**src/hdl/sdsio_consts.svh**
```systemverilog
`ifndef SDSIO_CONSTS_SVH
`define SDSIO_CONSTS_SVH

// Register byte addresses on the Wishbone bus.
`define SDSIO_A_FAULT    8'h00
`define SDSIO_A_WARN     8'h04
`define SDSIO_A_ANALOG   8'h08
`define SDSIO_A_INPUTS   8'h0C
`define SDSIO_A_OUTPUTS  8'h10
`define SDSIO_A_CURRENT  8'h14
`define SDSIO_A_AVGCUR   8'h18
`define SDSIO_A_IRQSTAT  8'h1C
`define SDSIO_A_IRQCLR   8'h20
`define SDSIO_A_IRQEN    8'h24
`define SDSIO_A_INCFG    8'h28
`define SDSIO_A_OUTCFG   8'h2C

// Defined bits of the fault and warning words; reserved bits read zero.
`define SDSIO_FAULT_MASK 32'h3FEF_FF7F
`define SDSIO_WARN_MASK  5'h1F
`define SDSIO_FAULT_RSVD 32'hC010_0080

// Current limits in hundredths of an ampere.
`define SDSIO_CUR_MAX    16'sh639C
`define SDSIO_CUR_MIN    -16'sh639C
`define SDSIO_CUR_LIM    32'sd25500

// Reset values of configuration registers.
`define SDSIO_INCFG_RST  8'hFF
`define SDSIO_OUTCFG_RST 5'h1F

// Interrupt status bit positions.
`define SDSIO_IRQ_FAULT  0
`define SDSIO_IRQ_WARN   1
`define SDSIO_IRQ_INPUT  2

`endif

```
**src/hdl/sdsio_pkg.sv**
```systemverilog
package sdsio_pkg;

    // Complete state of the register bank.
    typedef struct packed {
        logic [7:0]  din_s1;
        logic [7:0]  din_s2;
        logic [7:0]  din_s3;
        logic [7:0]  din_st;
        logic [31:0] fault_prev;
        logic [4:0]  warn_prev;
        logic [4:0]  out_req;
        logic [7:0]  in_cfg;
        logic [4:0]  out_cfg;
        logic [2:0]  irq_stat;
        logic [2:0]  irq_en;
        logic        ack;
        logic [31:0] rdata;
        logic [4:0]  dout;
    } sdsio_state_s;

endpackage

```
**src/hdl/sdsio_bank.sv**
```systemverilog
// Overview of operation
// - Fault word shows one set bit per active fault; zero means none.
// - Fault bits 0-6: memory, bus OV, module-one OC, power, temps, current.
// - Fault bits 8-15: feedback, ambient, calc temp, timing, interface, user, comm, speed.
// - Fault bits 16-19 and 21-23 assigned; bit 20 reserved, reads zero.
// - Fault bits 24-29 assigned; bits 30 and 31 reserved, read zero.
// - Warning word bits 0-4 hold warnings; other bits read zero.
// - Analog input reads as signed count -8192..8191, 8192 counts per 10 V.
// - Input word bits 0-7 hold discrete inputs 1-8, one means ON.
// - Inputs not configured application-readable read as zero.
// - Output word read returns outputs 1-5 on bits 0-4.
// - Writing one requests an output ON, zero requests it OFF.
// - Output is ON when its writable request or any assigned state is ON.
// - Writes to outputs not application-writable are ignored.
// - Instantaneous current reads signed, -25500..25500 hundredths of ampere.
// - Average current reads signed, same range and scaling.
`timescale 1ns/1ns
`include "sdsio_consts.svh"

module sdsio_bank
    import sdsio_pkg::*;
(
    input  wire logic        clk_i,
    input  wire logic        rst_i,
    input  wire logic        cyc_i,
    input  wire logic        stb_i,
    input  wire logic        we_i,
    input  wire logic [7:0]  adr_i,
    input  wire logic [3:0]  sel_i,
    input  wire logic [31:0] dat_i,
    output logic      [31:0] dat_o,
    output logic             ack_o,
    input  wire logic [31:0] fault_flags_i,
    input  wire logic [4:0]  warn_flags_i,
    input  wire logic [13:0] analog_count_i,
    input  wire logic [7:0]  din_pins_i,
    input  wire logic [4:0]  out_assign_i,
    input  wire logic [15:0] current_i,
    input  wire logic [15:0] avg_current_i,
    output logic      [4:0]  dout_o,
    output logic             irq_o
);

    sdsio_state_s q_reg;
    sdsio_state_s q_next;

    logic        req;
    logic        commit;
    logic [7:0]  adr;
    logic [31:0] fault_now;
    logic [31:0] fault_new;
    logic [4:0]  warn_new;
    logic [7:0]  din_chg;
    logic [2:0]  irq_set;
    logic [2:0]  irq_clr;
    logic [31:0] rd_val;

    // Clamp a current reading to the reportable range and sign-extend it.
    function automatic logic [31:0] cur_word(input logic [15:0] raw);
        logic signed [15:0] v;
        v = raw;
        if (v > `SDSIO_CUR_MAX) begin
            v = `SDSIO_CUR_MAX;
        end else if (v < `SDSIO_CUR_MIN) begin
            v = `SDSIO_CUR_MIN;
        end
        return {{16{v[15]}}, v};
    endfunction

    // Bus request decode; a write commits on the edge where ack is seen.
    assign req       = cyc_i & stb_i;
    assign commit    = req & we_i & q_reg.ack;
    assign adr       = {adr_i[7:2], 2'b00};
    assign fault_now = fault_flags_i & `SDSIO_FAULT_MASK;
    assign fault_new = fault_now & ~q_reg.fault_prev;
    assign warn_new  = warn_flags_i & ~q_reg.warn_prev;

    // Read multiplexer; unmapped addresses and write-only registers read zero.
    always_comb begin
        rd_val = 32'h0000_0000;
        unique case (adr)
            `SDSIO_A_FAULT:   rd_val = fault_now;
            `SDSIO_A_WARN:    rd_val = {27'h0, warn_flags_i & `SDSIO_WARN_MASK};
            `SDSIO_A_ANALOG:  rd_val = {{18{analog_count_i[13]}}, analog_count_i};
            `SDSIO_A_INPUTS:  rd_val = {24'h0, q_reg.din_st & q_reg.in_cfg};
            `SDSIO_A_OUTPUTS: rd_val = {27'h0, q_reg.dout};
            `SDSIO_A_CURRENT: rd_val = cur_word(current_i);
            `SDSIO_A_AVGCUR:  rd_val = cur_word(avg_current_i);
            `SDSIO_A_IRQSTAT: rd_val = {29'h0, q_reg.irq_stat};
            `SDSIO_A_IRQEN:   rd_val = {29'h0, q_reg.irq_en};
            `SDSIO_A_INCFG:   rd_val = {24'h0, q_reg.in_cfg};
            `SDSIO_A_OUTCFG:  rd_val = {27'h0, q_reg.out_cfg};
            default:          rd_val = 32'h0000_0000;
        endcase
    end

    // Next-state logic for synchroniser, bus slave, outputs and interrupts.
    always_comb begin
        q_next = q_reg;
        // Three-stage pin synchroniser; a change counts when stages two and three agree.
        q_next.din_s1 = din_pins_i;
        q_next.din_s2 = q_reg.din_s1;
        q_next.din_s3 = q_reg.din_s2;
        for (int i = 0; i < 8; i++) begin
            if (q_reg.din_s2[i] == q_reg.din_s3[i]) begin
                q_next.din_st[i] = q_reg.din_s3[i];
            end
        end
        din_chg = q_next.din_st ^ q_reg.din_st;
        q_next.fault_prev = fault_now;
        q_next.warn_prev  = warn_flags_i;

        // Single-cycle ack, dropped in the cycle after it was given.
        q_next.ack = req & ~q_reg.ack;
        if (req & ~q_reg.ack & ~we_i) begin
            q_next.rdata = rd_val;
        end

        // Writable registers; writes to read-only words fall through untouched.
        irq_clr = 3'b000;
        if (commit & sel_i[0]) begin
            unique case (adr)
                `SDSIO_A_OUTPUTS: begin
                    q_next.out_req = (q_reg.out_req & ~q_reg.out_cfg)
                                   | (dat_i[4:0] & q_reg.out_cfg);
                end
                `SDSIO_A_IRQCLR: irq_clr = dat_i[2:0];
                `SDSIO_A_IRQEN:  q_next.irq_en = dat_i[2:0];
                `SDSIO_A_INCFG:  q_next.in_cfg = dat_i[7:0];
                `SDSIO_A_OUTCFG: q_next.out_cfg = dat_i[4:0];
                default: ;
            endcase
        end

        // Physical outputs merge application request with assigned states.
        q_next.dout = (q_reg.out_req & q_reg.out_cfg) | out_assign_i;

        // Sticky event bits; a new event wins over a simultaneous clear.
        irq_set = 3'b000;
        irq_set[`SDSIO_IRQ_FAULT] = |fault_new;
        irq_set[`SDSIO_IRQ_WARN]  = |(warn_new & `SDSIO_WARN_MASK);
        irq_set[`SDSIO_IRQ_INPUT] = |(din_chg & q_reg.in_cfg);
        q_next.irq_stat = (q_reg.irq_stat & ~irq_clr) | irq_set;
    end

    // State register with synchronous reset.
    always_ff @(posedge clk_i) begin
        if (rst_i) begin
            q_reg         <= '0;
            q_reg.in_cfg  <= `SDSIO_INCFG_RST;
            q_reg.out_cfg <= `SDSIO_OUTCFG_RST;
        end else begin
            q_reg <= q_next;
        end
    end

    // Registered outputs; irq_o is gated from registered status and enable.
    assign dat_o  = q_reg.rdata;
    assign ack_o  = q_reg.ack;
    assign dout_o = q_reg.dout;
    assign irq_o  = |(q_reg.irq_stat & q_reg.irq_en);
endmodule

```
**config.mk**
```make
export PLATFORM = sky130hd
export DESIGN_NAME = sdsio_bank
export DESIGN_NICKNAME = d
export VERILOG_FILES = /design/src/hdl/sdsio_pkg.sv /design/src/hdl/sdsio_bank.sv
export VERILOG_INCLUDE_DIRS = /design/src /design/src/hdl
export SDC_FILE = /design/constraint.sdc
export NUM_CORES = 1
export LEC_CHECK = 0
export BUFFER_PORTS_ARGS = -buffer_cell sky130_fd_sc_hd__buf_4
export CORE_ASPECT_RATIO = 1.4
export CORE_MARGIN = 2
export CORE_UTILIZATION = 29
export CTS_CLUSTER_SIZE = 24
export DETAILED_ROUTE_END_ITERATION = 8
export PLACE_DENSITY_LB_ADDON = 0.05
export SLEW_MARGIN = 5
export SYNTH_ARGS = -nofsm -noshare
export SYNTH_HDL_FRONTEND = slang
export SYNTH_SLANG_ARGS = --single-unit
```
**constraint.sdc**
```tcl
create_clock -name clk_i -period 5.14 [get_ports clk_i]
set_input_delay 0.257 -clock clk_i [delete_from_list [all_inputs] [get_ports clk_i]]
set_output_delay 0.257 -clock clk_i [all_outputs]
set_load 0.01 [all_outputs]
```
==> results.json <==
{
  "status": "finished clean",
  "synth_most_common_cell": "dfxtp_1",
  "die-area_sq_um": 22100,
  "drt_iter0_markers": 296,
  "yosysWarnings": 0,
  "netlist_area_sq_um": 6070,
  "grt_util_met1_pct": 21.6,
  "p_per_area_nw_per_um2": 327,
  "fillerInstances": 2157,
  "ys_seq_elements": 125,
  "tightest_slew_ns": 0.973,
  "synth.net_count": 858,
  "cts_hold_buf": 0,
  "first_pass_iters": 7,
  "largest_register_ffs": 68,
  "diodes": 0,
  "cts_root_buf": "clkbuf_16",
  "clk_latency_ns": 0.42,
  "placed_cells": 1046,
  "clock.fmax_mhz": 366,
  "cts_tree": "yes",
  "r2r.worst_path.cells": 6,
  "die_y_um": 175,
  "grt_pass1_vias": 5628,
  "crit_path_cell_trace": "nand4bb_1 -> buf_4 -> a2111o_1 -> nor2_4 -> o211ai_2 -> o211ai_1",
  "cts_sinks": 125,
  "path_max_fanout": 37,
  "setup_tns_ns": 0,
  "finalSetupViolCount": 0,
  "instances_no_fill": 1078,
  "num-nets-final": 956,
  "yosysUniqueCellTypes": 73,
  "numCtsBuffers": 17,
  "clk_pin_slew_ns": 0.06,
  "p_leak_nw": 3.23,
  "avgSynthCellArea_sq_um": 8.54,
  "required_ns": 5.48,
  "drive_gt1_share_pct": 27.3,
  "synthArstFlopShare_pct": 0,
  "antenna_found_initial": 0,
  "hp-class": "in2reg",
  "synth_top_flop_cell": "dfxtp_1",
  "worstHoldPathCells": 3,
  "use_met3_pct": 3.77,
  "cp_slowest_cell": "a2111o_1",
  "setup_slack_ns": 2.41,
  "coreArea_sq_um": 20600,
  "fp.dieW_um": 126,
  "area_growth_pct": 27.5,
  "crit_type": "reg2reg",
  "relSlewSlack_pct": 34.9,
  "global_route.overflow_total": 0,
  "cts_setup_buffers": 0,
  "grt_use_met2_pct": 33.4,
  "synth_top_area_share_pct": 41.2,
  "port_buffers": 150,
  "grt_pass1_wl_um": 32000,
  "arrival_ns": 3.07,
  "vias": 5553,
  "placementRows": 62,
  "yosysSeqAreaShare_pct": 41.2,
  "period_minus_slack_ns": 2.73,
  "maxCapViolations": 0,
  "cts_resized": 0,
  "grt_max_degree": 76,
  "cp_slowest_stage_delay_ns": 0.66,
  "place_congestion": 0.877,
  "yosys-top-cells-count": "dfxtp_1, nand2_1, nor2_1",
  "drc_errors": 0,
  "ant_nets": 0,
  "drv_slew": 0,
  "post-place-ws_ns": 2.32,
  "irDropWorstVdd_uv": 222,
  "grt.busiest_layer": "met2",
  "totalWireLength_um": 20500,
  "crit_path_start_kind": "register",
  "synth.area.top_cells": "dfxtp_1, buf_4, nand2_1",
  "htreeDepth": 4,
  "ioPinCount": 184,
  "whs_ns": 0.0363,
  "synth_top_area_cell": "dfxtp_1",
  "rsz0062_at_grt": "false",
  "grt_use_total_pct": 18.7,
  "avgViaCountPerCell": 5.15,
  "finalCritPeriodShare_pct": 53.1,
  "start_util_pct": 29.5,
  "worst_clock_skew_ns": 0.0102,
  "cts_buffer_depth": 2,
  "crit_path_end_kind": "register",
  "syn_inst": 711,
  "wl_per_cell_um": 19.0,
  "synth_edf_count": 0,
  "dpl.hpwl_um": 15700,
  "hold_viol_final": 0
}
[power breakdown]
part | internal [mW] | switching, mW
Sequential | 0.995 | 0.0128
Combinational | 0.0998 | 0.123
Clock | 0.821 | 0.479
[logic make-up after synthesis]
family,count (synthesis),synth area share (%)
and+or+nand+nor,274,24.4
AOI/OAI and AO/OA,181,22.3
DFF,125,41.2
buffers and inverters,119,9.99
muxes,10,1.67
adders and majority gates,2,0.412
[final cells by class]
| type | count | area [sq um] | share of cell area [%] |
|---|---|---|---|
| multi-input combinational | 467 | 2960 | 38.3 |
| sequential | 125 | 2500 | 32.3 |
| tap | 256 | 320 | 4.14 |
| inverter | 44 | 165 | 2.13 |
| clock buffer | 17 | 425 | 5.49 |
| timing repair buffer | 154 | 1160 | 14.9 |
| clock inverter | 15 | 211 | 2.73 |
[routing by layer]
layer	part of all wire [%]	vias to the layer above
li1	-	2725
met1	40	2638
met2	52	155
met3	4.2	35
met4	3.3	0
met5	0	-
[metrics by stage]
step	cell area (sq um)	power (mW)	utilization [%]
2_1_floorplan	6070	1.13	-
4_1_cts	7740	2.57	37.7
6_report	7740	2.53	37.7
3_5_place_dp	7110	1.25	34.6
5_1_grt	7740	2.64	37.7
3_3_place_gp	7110	1.25	34.6
[critical path: cells and delay by family (launching register included)]
kind                   cells  cell delay (ns)
DFF                        1             0.34
and+or+nand+nor            2             0.60
buffers and inverters      1             0.27
AOI/OAI and AO/OA          3             1.41
[layout by cell type (no fill, tap or decap), drive strengths merged, types with 17 or more instances in the layout]
| master | Yosys | routed |
|---|---|---|
| o21ai | 22 | 22 |
| nand3 | 27 | 27 |
| a21oi | 36 | 36 |
| dfxtp | 125 | 125 |
| buf | 50 | 154 |
| clkbuf | 25 | 17 |
| nand2 | 71 | 71 |
| o211ai | 26 | 26 |
| nor2 | 54 | 54 |
| nor2b | 37 | 37 |
| inv | 44 | 48 |
[worst paths after layout]
path / startpoint / endpoint / slack [ns]
setup / recovery: ack_o / dat_o[27] / 2.41
setup reg to reg: ack_o / dat_o[27] / 2.41
hold / removal: out_assign_i[0] / dout_o[0] / 0.04
hold reg to reg: q_next[121] / q_next[113] / 0.43
No activity file was read; power rests on OpenSTA's default activity.
